`src/shared/port_ctl_params.svh`:
```
// constants for the per-port interrupt mask and operation control bank
`ifndef PORT_CTL_PARAMS_SVH
`define PORT_CTL_PARAMS_SVH

// ----------------------------------------------------------------
// address map
// ----------------------------------------------------------------
`define PC_ADDR_W 16
`define PC_DATA_W 8
`define PC_OFS_STATUS 12'h01B
`define PC_OFS_MASK 12'h01F
`define PC_OFS_OPCTL 12'h020
`define PC_ADR_EVT_STAT 16'h0010
`define PC_ADR_EVT_MASK 16'h0011

// ----------------------------------------------------------------
// field positions and reset values
// ----------------------------------------------------------------
`define PC_BIT_PTP 2
`define PC_BIT_PHY 1
`define PC_BIT_ACL 0
`define PC_BIT_LLOOP 7
`define PC_BIT_RLOOP 6
`define PC_BIT_TTAG 2
`define PC_QS_HI 1
`define PC_QS_LO 0
`define PC_RST_MASK 3'h0
`define PC_RST_OPCTL 8'h00
`define PC_QS_RSVD 2'h3

`endif

```
`src/shared/port_ctl_pkg.sv`:
```
// types shared by the port control register bank
package port_ctl_pkg;

   typedef enum logic [1:0] {
      QS_ONE = 2'h0,
      QS_TWO = 2'h1,
      QS_FOUR = 2'h2,
      QS_RSVD = 2'h3
   } qsplit_e;

   typedef struct packed {
      logic local_loop;
      logic remote_loop;
      logic tail_tag;
      qsplit_e qsplit;
   } opctl_s;

   typedef struct packed {
      logic ptp;
      logic phy;
      logic access_control_list;
   } irq_src_s;

   typedef struct packed {
      logic [15:0] addr;
      logic [7:0] wdata;
      logic wr;
      logic rd;
   } reg_req_s;

   typedef struct packed {
      logic fabric_return;
      logic line_loop;
      logic pin_loop;
      logic host_port;
   } path_ctl_s;

   typedef struct packed {
      logic [2:0] mask;
      opctl_s opc;
      logic port_irq;
      path_ctl_s path;
   } port_state_s;

endpackage : port_ctl_pkg

```
`src/design/irq_source_latch.sv`:
```
// one port interrupt status bit: sticky event latch or level follower
`timescale 1ns/1ns
module irq_source_latch #(
   parameter bit STICKY = 1'b1,
   parameter bit PRESENT = 1'b1
) (
   // clock and reset
   input wire logic clk,
   input wire logic rst_b,
   input wire logic ce,
   // source and clear
   input wire logic src,
   input wire logic clr,
   // status
   output logic stat_r
);
   typedef struct packed {
      logic stat;
   } latch_s;

   latch_s st_r;
   latch_s st_nxt;

   always_comb begin
      st_nxt = st_r;
      if (!PRESENT) begin
         st_nxt.stat = 1'b0;
      end else if (STICKY) begin
         // a new event beats a clear in the same cycle
         st_nxt.stat = src | (st_r.stat & ~clr);
      end else begin
         st_nxt.stat = src;
      end
   end

   always_ff @(posedge clk) begin
      if (!rst_b) begin
         st_r <= '0;
      end else if (ce) begin
         st_r <= st_nxt;
      end
   end

   assign stat_r = st_r.stat;
endmodule : irq_source_latch

```
`src/design/egress_queue_map.sv`:
```
// priority to egress queue mapping for one queue split setting
`timescale 1ns/1ns
module egress_queue_map
   import port_ctl_pkg::*;
(
   // lookup
   input port_ctl_pkg::qsplit_e qsplit,
   input wire logic [2:0] prio,
   output logic [1:0] queue
);
   function automatic logic [1:0] map_q(input qsplit_e qs, input logic [2:0] p);
      logic [1:0] q;
      q = 2'h0;
      unique case (qs)
         QS_TWO: q = {1'b0, p[2]};
         QS_FOUR: q = p[2:1];
         // single queue and the reserved code share queue 0
         QS_ONE, QS_RSVD: q = 2'h0;
      endcase
      return q;
   endfunction : map_q

   always_comb begin
      queue = map_q(qsplit, prio);
   end
endmodule : egress_queue_map

```
`src/design/port_irq_op_regs.sv`:
```
// per-port interrupt mask and operation control register bank
//
// The plain strobed port was chosen for this implementation.
`timescale 1ns/1ns
`include "port_ctl_params.svh"

// Behaviour
// - per-port mask gates status sources; 0 enables, 1 disables; resets to 0
// - mask bit 2 gates the aggregated time interrupt, real only on PHY ports
// - mask bit 1 gates the aggregated PHY interrupt, absent on the MAC port
// - mask bit 0 gates the access list interrupt on every port
// - mask register is 8 bits at offset 0x01F per port; bits 7:3 read zero
// - local loopback bit 7 returns egress fabric frames back into the fabric
// - remote loopback bit 6 resends received port data, bypassing the fabric
// - PHY ports loop line receive to transmit; MAC port loops TXD to RXD
// - bit 2 enables tail tagging, marking the port as host port
// - bits 1:0 pick one, two or four egress queues; 11 reserved; reset 00
// - two or four queues sort by priority; one queue ignores priority
// - control register 8 bits at 0x020; bits 5:3 read zero; resets to zero
// - toggling the access list mask bit clears its latched status
module port_irq_op_regs
   import port_ctl_pkg::*;
#(
   parameter int NUM_PORTS = 3,
   parameter int MAC_PORT = 3,
   parameter int PW = $clog2(NUM_PORTS)
) (
   // clock, reset, enable
   input wire logic clk,
   input wire logic rst_b,
   input wire logic ce,
   // register port
   input port_ctl_pkg::reg_req_s req,
   output logic [7:0] rdata,
   // interrupt sources, same clock
   input port_ctl_pkg::irq_src_s [NUM_PORTS-1:0] src,
   // queue lookup
   input wire logic [PW-1:0] map_port,
   input wire logic [2:0] map_prio,
   output logic [1:0] map_queue,
   // per-port controls
   output port_ctl_pkg::path_ctl_s [NUM_PORTS-1:0] path,
   output port_ctl_pkg::qsplit_e [NUM_PORTS-1:0] qsplit,
   // interrupts
   output logic [NUM_PORTS-1:0] port_irq,
   output logic irq
);
   import port_ctl_pkg::*;

   // ----------------------------------------------------------------
   // parameter checks
   // ----------------------------------------------------------------
   generate
      if (NUM_PORTS < 2 || NUM_PORTS > 8 || MAC_PORT < 1 || MAC_PORT > NUM_PORTS
          || PW != $clog2(NUM_PORTS)) begin : g_bad
         $error("port_irq_op_regs: unsupported port count or MAC port");
      end
   endgenerate

   // ----------------------------------------------------------------
   // state
   // ----------------------------------------------------------------
   typedef struct packed {
      port_state_s [NUM_PORTS-1:0] port;
      logic [NUM_PORTS-1:0] evt_stat;
      logic [NUM_PORTS-1:0] evt_mask;
      logic [7:0] rdata;
      logic irq;
      logic [1:0] map_queue;
   } top_state_s;

   top_state_s st_r;
   top_state_s st_nxt;
   logic [NUM_PORTS-1:0][2:0] stat;
   logic [NUM_PORTS-1:0] acl_clr;
   logic [1:0] map_q;

   function automatic logic port_hit(input logic [15:0] a, input int p, input logic [11:0] ofs);
      return (a[15:12] == 4'(p + 1)) && (a[11:0] == ofs);
   endfunction : port_hit

   function automatic logic [7:0] opc_pack(input opctl_s o);
      // reserved bits 5:3 always read zero
      return {o.local_loop, o.remote_loop, 3'h0, o.tail_tag, o.qsplit};
   endfunction : opc_pack

   // ----------------------------------------------------------------
   // status sources
   // ----------------------------------------------------------------
   generate
      for (genvar p = 0; p < NUM_PORTS; p++) begin : g_src
         // time source only on PHY ports
         irq_source_latch #(.STICKY(1'b0), .PRESENT(p + 1 != MAC_PORT)) u_ptp (
            .clk(clk),
            .rst_b(rst_b),
            .ce(ce),
            .src(src[p].ptp),
            .clr(1'b0),
            .stat_r(stat[p][`PC_BIT_PTP])
         );
         // PHY source absent on MAC port
         irq_source_latch #(.STICKY(1'b0), .PRESENT(p + 1 != MAC_PORT)) u_phy (
            .clk(clk),
            .rst_b(rst_b),
            .ce(ce),
            .src(src[p].phy),
            .clr(1'b0),
            .stat_r(stat[p][`PC_BIT_PHY])
         );
         // access list source on every port
         irq_source_latch #(.STICKY(1'b1), .PRESENT(1'b1)) u_acl (
            .clk(clk),
            .rst_b(rst_b),
            .ce(ce),
            .src(src[p].access_control_list),
            .clr(acl_clr[p]),
            .stat_r(stat[p][`PC_BIT_ACL])
         );
      end
   endgenerate

   // ----------------------------------------------------------------
   // acl clear on mask toggle
   // ----------------------------------------------------------------
   always_comb begin
      for (int p = 0; p < NUM_PORTS; p++) begin
         acl_clr[p] = req.wr && port_hit(req.addr, p, `PC_OFS_MASK)
                      && (req.wdata[`PC_BIT_ACL] != st_r.port[p].mask[`PC_BIT_ACL]);
      end
   end

   // ----------------------------------------------------------------
   // queue lookup
   // ----------------------------------------------------------------
   egress_queue_map u_map (
      .qsplit(st_r.port[map_port].opc.qsplit),
      .prio(map_prio),
      .queue(map_q)
   );

   // ----------------------------------------------------------------
   // next state
   // ----------------------------------------------------------------
   always_comb begin
      st_nxt = st_r;
      st_nxt.rdata = 8'h00;
      st_nxt.map_queue = map_q;
      for (int p = 0; p < NUM_PORTS; p++) begin
         if (req.wr && port_hit(req.addr, p, `PC_OFS_MASK)) begin
            st_nxt.port[p].mask = req.wdata[2:0];
         end
         if (req.wr && port_hit(req.addr, p, `PC_OFS_OPCTL)) begin
            st_nxt.port[p].opc.local_loop = req.wdata[`PC_BIT_LLOOP];
            st_nxt.port[p].opc.remote_loop = req.wdata[`PC_BIT_RLOOP];
            st_nxt.port[p].opc.tail_tag = req.wdata[`PC_BIT_TTAG];
            if (req.wdata[`PC_QS_HI:`PC_QS_LO] != `PC_QS_RSVD) begin
               st_nxt.port[p].opc.qsplit = qsplit_e'(req.wdata[`PC_QS_HI:`PC_QS_LO]);
            end
         end
         if (req.rd && port_hit(req.addr, p, `PC_OFS_MASK)) begin
            st_nxt.rdata = {5'h00, st_r.port[p].mask};
         end
         if (req.rd && port_hit(req.addr, p, `PC_OFS_OPCTL)) begin
            st_nxt.rdata = opc_pack(st_r.port[p].opc);
         end
         if (req.rd && port_hit(req.addr, p, `PC_OFS_STATUS)) begin
            st_nxt.rdata = {5'h00, stat[p]};
         end
         // mask bit 0 enables a source
         st_nxt.port[p].port_irq = |(stat[p] & ~st_r.port[p].mask);
         st_nxt.port[p].path.fabric_return = st_nxt.port[p].opc.local_loop;
         // PHY line loop or MAC pin loop
         st_nxt.port[p].path.line_loop = st_nxt.port[p].opc.remote_loop && (p + 1 != MAC_PORT);
         st_nxt.port[p].path.pin_loop = st_nxt.port[p].opc.remote_loop && (p + 1 == MAC_PORT);
         // host port is taken as unique
         st_nxt.port[p].path.host_port = st_nxt.port[p].opc.tail_tag;
         // a new port request beats a read clear
         if (st_nxt.port[p].port_irq && !st_r.port[p].port_irq) begin
            st_nxt.evt_stat[p] = 1'b1;
         end else if (req.rd && req.addr == `PC_ADR_EVT_STAT) begin
            st_nxt.evt_stat[p] = 1'b0;
         end
      end
      if (req.wr && req.addr == `PC_ADR_EVT_MASK) begin
         st_nxt.evt_mask = req.wdata[NUM_PORTS-1:0];
      end
      if (req.rd && req.addr == `PC_ADR_EVT_STAT) begin
         st_nxt.rdata = 8'(st_r.evt_stat);
      end
      if (req.rd && req.addr == `PC_ADR_EVT_MASK) begin
         st_nxt.rdata = 8'(st_r.evt_mask);
      end
      // summary line lags the sticky bits by one cycle
      st_nxt.irq = |(st_r.evt_stat & ~st_r.evt_mask);
   end

   // ----------------------------------------------------------------
   // registers
   // ----------------------------------------------------------------
   always_ff @(posedge clk) begin
      if (!rst_b) begin
         // everything, masks included, resets to zero
         st_r <= '0;
      end else if (ce) begin
         st_r <= st_nxt;
      end
   end

   // ----------------------------------------------------------------
   // outputs
   // ----------------------------------------------------------------
   always_comb begin
      rdata = st_r.rdata;
      irq = st_r.irq;
      map_queue = st_r.map_queue;
      for (int p = 0; p < NUM_PORTS; p++) begin
         path[p] = st_r.port[p].path;
         qsplit[p] = st_r.port[p].opc.qsplit;
         port_irq[p] = st_r.port[p].port_irq;
      end
   end

   // ----------------------------------------------------------------
   // checks
   // ----------------------------------------------------------------
   generate
      for (genvar p = 0; p < NUM_PORTS; p++) begin : g_chk
         a_mask_reset: assert property (
            @(posedge clk) !rst_b |=> (st_r.port[p].mask == `PC_RST_MASK) && !port_irq[p])
            else $error("mask not cleared by reset");

         a_mask_write: assert property (
            @(posedge clk) disable iff (!rst_b)
            ce && req.wr && port_hit(req.addr, p, `PC_OFS_MASK) |=>
            st_r.port[p].mask == $past(req.wdata[2:0]))
            else $error("mask write lost");

         a_mask_gate: assert property (
            @(posedge clk) disable iff (!rst_b)
            ce && (stat[p][`PC_BIT_ACL] && !st_r.port[p].mask[`PC_BIT_ACL]) |=> port_irq[p])
            else $error("unmasked acl source did not raise port request");

         a_mask_block: assert property (
            @(posedge clk) disable iff (!rst_b)
            ce && ((stat[p] & ~st_r.port[p].mask) == 3'h0) |=> !port_irq[p])
            else $error("masked sources raised port request");

         a_acl_toggle: assert property (
            @(posedge clk) disable iff (!rst_b)
            ce && acl_clr[p] && !src[p].access_control_list |=> !stat[p][`PC_BIT_ACL])
            else $error("acl status survived mask toggle");

         a_acl_set_wins: assert property (
            @(posedge clk) disable iff (!rst_b)
            ce && src[p].access_control_list |=> stat[p][`PC_BIT_ACL])
            else $error("acl event lost");

         a_opc_read: assert property (
            @(posedge clk) disable iff (!rst_b)
            ce && req.rd && port_hit(req.addr, p, `PC_OFS_OPCTL) |=>
            rdata[5:3] == 3'h0 && rdata[7] == $past(st_r.port[p].opc.local_loop))
            else $error("control read wrong");

         a_qs_rsvd: assert property (
            @(posedge clk) disable iff (!rst_b)
            ce && req.wr && port_hit(req.addr, p, `PC_OFS_OPCTL) && req.wdata[1:0] == `PC_QS_RSVD
            |=> $stable(qsplit[p]))
            else $error("reserved queue split taken");

         a_loop_path: assert property (
            @(posedge clk) disable iff (!rst_b)
            path[p].fabric_return == st_r.port[p].opc.local_loop
            && (path[p].line_loop | path[p].pin_loop) == st_r.port[p].opc.remote_loop
            && !(path[p].line_loop && path[p].pin_loop))
            else $error("loopback path mismatch");

         a_host_port: assert property (
            @(posedge clk) disable iff (!rst_b)
            path[p].host_port == st_r.port[p].opc.tail_tag)
            else $error("host port mismatch");

         a_mask_read: assert property (
            @(posedge clk) disable iff (!rst_b)
            ce && req.rd && port_hit(req.addr, p, `PC_OFS_MASK) |=>
            rdata == {5'h00, $past(st_r.port[p].mask)})
            else $error("mask read wrong");

         a_stat_read: assert property (
            @(posedge clk) disable iff (!rst_b)
            ce && req.rd && port_hit(req.addr, p, `PC_OFS_STATUS) |=>
            rdata == {5'h00, $past(stat[p])})
            else $error("status read wrong");

         a_evt_rise: assert property (
            @(posedge clk) disable iff (!rst_b)
            $rose(port_irq[p]) |-> st_r.evt_stat[p])
            else $error("port request rise not recorded");

         if (p + 1 == MAC_PORT) begin : g_mac
            a_mac_nophy: assert property (
               @(posedge clk) disable iff (!rst_b)
               stat[p][`PC_BIT_PHY] == 1'b0 && stat[p][`PC_BIT_PTP] == 1'b0)
               else $error("MAC port shows PHY status");
         end else begin : g_phy
            a_phy_follow: assert property (
               @(posedge clk) disable iff (!rst_b)
               rst_b && ce |=> stat[p][`PC_BIT_PHY] == $past(src[p].phy))
               else $error("PHY status does not follow its source");

            a_ptp_follow: assert property (
               @(posedge clk) disable iff (!rst_b)
               rst_b && ce |=> stat[p][`PC_BIT_PTP] == $past(src[p].ptp))
               else $error("time status does not follow its source");
         end
      end
   endgenerate

   a_single_queue: assert property (
      @(posedge clk) disable iff (!rst_b)
      ce && st_r.port[map_port].opc.qsplit == QS_ONE |=> map_queue == 2'h0)
      else $error("single queue split gave nonzero queue");

   a_rdata_once: assert property (
      @(posedge clk) disable iff (!rst_b)
      ce && !req.rd |=> rdata == 8'h00)
      else $error("read data outside read answer cycle");

   a_irq_line: assert property (
      @(posedge clk) disable iff (!rst_b)
      ce ##1 ce |=> irq == $past(|(st_r.evt_stat & ~st_r.evt_mask), 1))
      else $error("interrupt line mismatch");

   a_evt_read: assert property (
      @(posedge clk) disable iff (!rst_b)
      ce && req.rd && req.addr == `PC_ADR_EVT_STAT |=> rdata == 8'($past(st_r.evt_stat)))
      else $error("event status read wrong");

   a_ce_freeze: assert property (
      @(posedge clk) disable iff (!rst_b)
      !ce |=> $stable(st_r))
      else $error("state moved while clock enable low");

endmodule : port_irq_op_regs

```
`config.mk`:
```
export PLATFORM = sky130hd
export DESIGN_NAME = port_irq_op_regs
export DESIGN_NICKNAME = d
export VERILOG_FILES = /design/src/shared/port_ctl_pkg.sv /design/src/design/irq_source_latch.sv /design/src/design/egress_queue_map.sv /design/src/design/port_irq_op_regs.sv
export VERILOG_INCLUDE_DIRS = /design/src /design/src/shared
export SDC_FILE = /design/constraint.sdc
export NUM_CORES = 1
export LEC_CHECK = 0
export ABC_AREA = 1
export CAP_MARGIN = 40
export CORE_UTILIZATION = 60
export CTS_BUF_LIST = sky130_fd_sc_hd__clkbuf_4
export CTS_CLUSTER_SIZE = 20
export DETAILED_ROUTE_END_ITERATION = 16
export DONT_BUFFER_PORTS = 1
export GPL_ROUTABILITY_DRIVEN = 0
export PLACE_DENSITY = 0.76
export REMOVE_ABC_BUFFERS = 1
export SLEW_MARGIN = 20
export SYNTH_ARGS = -nofsm -noshare
export SYNTH_HDL_FRONTEND = slang
export SYNTH_HIERARCHICAL = 1
export SYNTH_SLANG_ARGS = --single-unit
export TNS_END_PERCENT = 100
```
`constraint.sdc`:
```
create_clock -name clk -period 1.99 [get_ports clk]
set_clock_uncertainty 0.05 [all_clocks]
set_input_delay 0.199 -clock clk [delete_from_list [all_inputs] [get_ports clk]]
set_output_delay 0.199 -clock clk [all_outputs]
set_load 0.01 [all_outputs]
```
==> impl_metrics.sql <==
INSERT INTO impl_metrics (metric_group, metric, value, unit) VALUES
('cells_and_area', 'postLayoutCoreUtil', '0.627', ''),
('detailed_routing', 'postRouteAntennaNets', '0', ''),
('synth', 'synth.lib_cells_used.distinct', '38', ''),
('cts', 'htree_levels', '2', ''),
('timing', 'finalCritPeriodShare', '0.874', ''),
('floorplan', 'die_height', '72.9', 'microns'),
('placement', 'dpl.cell_count', '479', ''),
('synth', 'synth_warnings', '6', ''),
('cts', 'clock_tree_from_tritoncts', 'yes', ''),
('grt', 'first_global_vias', '2464', ''),
('pwr', 'pwr_density_cell', '530', 'nW/um^2'),
('synth', 'post_synth_instance_area', '3020', 'sq um'),
('synth', 'netlist.area_leader.share', '0.318', ''),
('setup_path', 'timing.critical_path.to', 'g_src[2].u_acl/stat_r', ''),
('floorplan', 'die_w', '72.9', 'microns'),
('timing', 'worst_pin_slew', '0.576', 'ns'),
('grt', 'global_route_wire_length_before_repair', '11.0', 'mm'),
('cts', 'postCtsSetupRepairBufs', '0', ''),
('setup_path', 'setup.worst_path.class', 'in -> reg', ''),
('detailed_routing', 'drt_drc_violations_left', '0', ''),
('floorplan', 'initial_core_util', '0.631', ''),
('detailed_routing', 'first_iteration_detailed_routing_drc_count', '118', ''),
('synth', 'synth.ff_latch_count', '48', ''),
('setup_path', 'cp.arrival', '1.95', 'ns'),
('min_path', 'min_path_cells', '2', ''),
('cts', 'cts_buffers', '5', ''),
('synth', 'synth_largest_area_cell', 'sky130_fd_sc_hd__dfxtp_1', ''),
('setup_path', 'timing.rr.end', 'g_src[2].u_acl/stat_r', ''),
('timing', 'report.final.slew_viol_count', '0', ''),
('pwr', 'max-vdd-ir-drop', '0.489', 'mV'),
('cells_and_area', 'layout.cells.non_filler', '497', ''),
('floorplan', 'num_io_pins', '75', ''),
('run', 'timing.max_cap.violations', '0', ''),
('setup_path', 'critical_path_cell_list', 'nor2_1 > nand2_2 > inv_4 > nand3_4 > nor2_1 > inv_1 > a211oi_1 > nand2_1 > nand2_1 > a21oi_2 > dlygate4sd3_1', ''),
('cts', 'ctsLongestPathBuffers', '2', ''),
('grt', 'grt_busiest_layer', 'met2', ''),
('setup_path', 'worst-r2r-cell-count', '6', ''),
('run_status', 'run_status', 'finished clean', ''),
('grt', 'grt_start_max_net_pins', '34', ''),
('grt', 'global_route.overflow_total', '0', ''),
('setup_path', 'timing.critical_path.from_type', 'input port', ''),
('cells_and_area', 'final.fill_count', '459', ''),
('detailed_routing', 'vias', '2641', ''),
('placement', 'placement.cell_area', '2850', 'sq um'),
('cells_and_area', 'layout-area-overhead-vs-synth', '-0.622', '%'),
('setup_path', 'startpoint', 'req[21]', ''),
('setup_path', 'crit_path_max_incr_delay', '0.54', 'ns'),
('timing', 'setup_viol', '0', ''),
('setup_path', 'crit_cells', '11', ''),
('floorplan', 'num_rows', '25', ''),
('synth', 'synth.avg_cell_area', '6.78', 'sq um'),
('min_path', 'hp-class', 'in -> reg', ''),
('grt', 'global_route.usage.total', '0.270', ''),
('grt', 'grtUsageMet2', '0.452', ''),
('timing', 'finalWorstPathRequiredPeriod', '1.74', 'ns'),
('cells_and_area', 'nNetsFinal', '473', ''),
('detailed_routing', 'detail_route.first_pass.iterations', '4', ''),
('setup_path', 'critical-path-slowest-cell', 'sky130_fd_sc_hd__dlygate4sd3_1', ''),
('timing', 'clock.fmax', '0.575', 'GHz'),
('cells_and_area', 'layout_common_cells', 'sky130_fd_sc_hd__nand2_1 (81), sky130_fd_sc_hd__inv_1 (63), sky130_fd_sc_hd__dfxtp_1 (48)', ''),
('setup_path', 'timing.critical_path.required', '2.20', 'ns'),
('min_path', 'startpoint_of_the_most_critical_hold_path', 'ce', ''),
('detailed_routing', 'totalWireLength', '6.57', 'mm'),
('cells_and_area', 'drive_gt1_frac', '0.135', ''),
('timing', 'grt_setup_unrepaired', 'false', ''),
('placement', 'place.detailed.hpwl', '4.83', 'mm'),
('cts', 'cts.sink_count', '48', ''),
('setup_path', 'ff2ff_setup_slack', '0.32', 'ns'),
('synth', 'post_synth_main_area_contributors', 'sky130_fd_sc_hd__dfxtp_1 (32%), sky130_fd_sc_hd__nand2_1 (10%), sky130_fd_sc_hd__buf_4 (8.7%)', ''),
('setup_path', 'timing.rr.start', 'st_r[53]', ''),
('cts', 'clk_pin_slew', '0.13', 'ns');
[state kept, by name (all words and copies together) (netlist names)]
name	count
st_r	19
qsplit	6
path	5
rdata	5
g_src.u_acl/stat_r	3
port_irq	3
g_src.u_phy/stat_r	2
g_src.u_ptp/stat_r	2
map_queue	2
irq	1
[routing by layer]
| layer | part of all wire | routed length [microns] |
|---|---|---|
| met2 | 0.47 | 3070 |
| met1 | 0.44 | 2870 |
| met3 | 0.084 | 549 |
| met4 | 0.013 | 88 |
| met5 | 0 | 0 |
[through the flow]
| step | total power [mW] | setup slack [ns] | hold slack [ns] |
|---|---|---|---|
| final | 1.59 | 0.251 | 0.00652 |
| after detailed placement | 1.17 | 0.267 | 0.275 |
| after global routing | 1.67 | 0.166 | 0.0133 |
| after global placement | 1.17 | 0.303 | 0.273 |
| after floorplan | 1.14 | 0.484 | 0.271 |
| after CTS | 1.59 | 0.0187 | 0.00725 |
[synth_stat cells]
library cell,number
sky130_fd_sc_hd__nor2_1,38
sky130_fd_sc_hd__nor3_1,3
sky130_fd_sc_hd__dfxtp_1,48
sky130_fd_sc_hd__o22ai_1,2
sky130_fd_sc_hd__inv_4,2
sky130_fd_sc_hd__nand3_1,14
sky130_fd_sc_hd__buf_4,35
sky130_fd_sc_hd__or2_2,3
sky130_fd_sc_hd__buf_2,1
sky130_fd_sc_hd__nor2_2,11
sky130_fd_sc_hd__nor2_4,9
sky130_fd_sc_hd__conb_1,3
sky130_fd_sc_hd__a21oi_1,42
sky130_fd_sc_hd__nand3b_1,1
sky130_fd_sc_hd__nand2_4,2
sky130_fd_sc_hd__a221oi_1,2
sky130_fd_sc_hd__nand3_2,1
sky130_fd_sc_hd__o21a_1,1
sky130_fd_sc_hd__a21oi_2,6
sky130_fd_sc_hd__clkinv_4,1
sky130_fd_sc_hd__inv_1,63
sky130_fd_sc_hd__a31o_2,1
sky130_fd_sc_hd__inv_2,5
sky130_fd_sc_hd__nor3_2,4
sky130_fd_sc_hd__o32ai_1,1
sky130_fd_sc_hd__nand2_2,4
sky130_fd_sc_hd__clkbuf_1,2
sky130_fd_sc_hd__o211ai_1,1
sky130_fd_sc_hd__buf_1,1
sky130_fd_sc_hd__nand4_1,10
sky130_fd_sc_hd__nand3_4,1
sky130_fd_sc_hd__nand2_1,81
sky130_fd_sc_hd__o21ai_0,35
sky130_fd_sc_hd__a211oi_1,5
sky130_fd_sc_hd__clkinv_1,1
sky130_fd_sc_hd__a221oi_2,1
sky130_fd_sc_hd__a31oi_1,3
sky130_fd_sc_hd__a2111oi_0,1
[power breakdown]
part / switching (mW) / internal (mW) / leakage, nW
clock: 0.282 / 0.124 / 0.0261
sequential: 0.0202 / 0.985 / 0.390
combinational: 0.114 / 0.0639 / 0.778
[cell families after synthesis]
logic type / after synthesis / synth area share
AND/OR/NAND/NOR: 182 / 0.300
buffers and inverters: 111 / 0.185
AO/OA/AOI/OAI: 101 / 0.192
flip-flops: 48 / 0.318
other: 3 / 0.00373
[final cells by class]
type	instances	area, sq um	area share
Clock buffer	5	37.5	0.0125
Clock inverter	2	7.51	0.00250
Inverter	72	280	0.0935
Multi-Input combinational cell	291	1520	0.506
Sequential cell	48	961	0.320
Tap cell	67	83.8	0.0280
Timing Repair Buffer	12	113	0.0375
[timing repair]
| action | CTS | global route |
|---|---|---|
| hold buffers | 11 | 0 |
| endpoints found under the hold margin | 33 | 0 |
| resized for setup | 0 | 0 |
[worst min-delay path by stage]
stage / end / slack [ns]
2_1_floorplan: g_src[0].u_acl/stat_r / 0.27
3_3_place_gp: g_src[2].u_acl/stat_r / 0.27
3_5_place_dp: g_src[1].u_acl/stat_r / 0.28
4_1_cts: irq / 0.007
5_1_grt: irq / 0.01
6_report: irq / 0.007
Power figures use the tool's default switching activity.
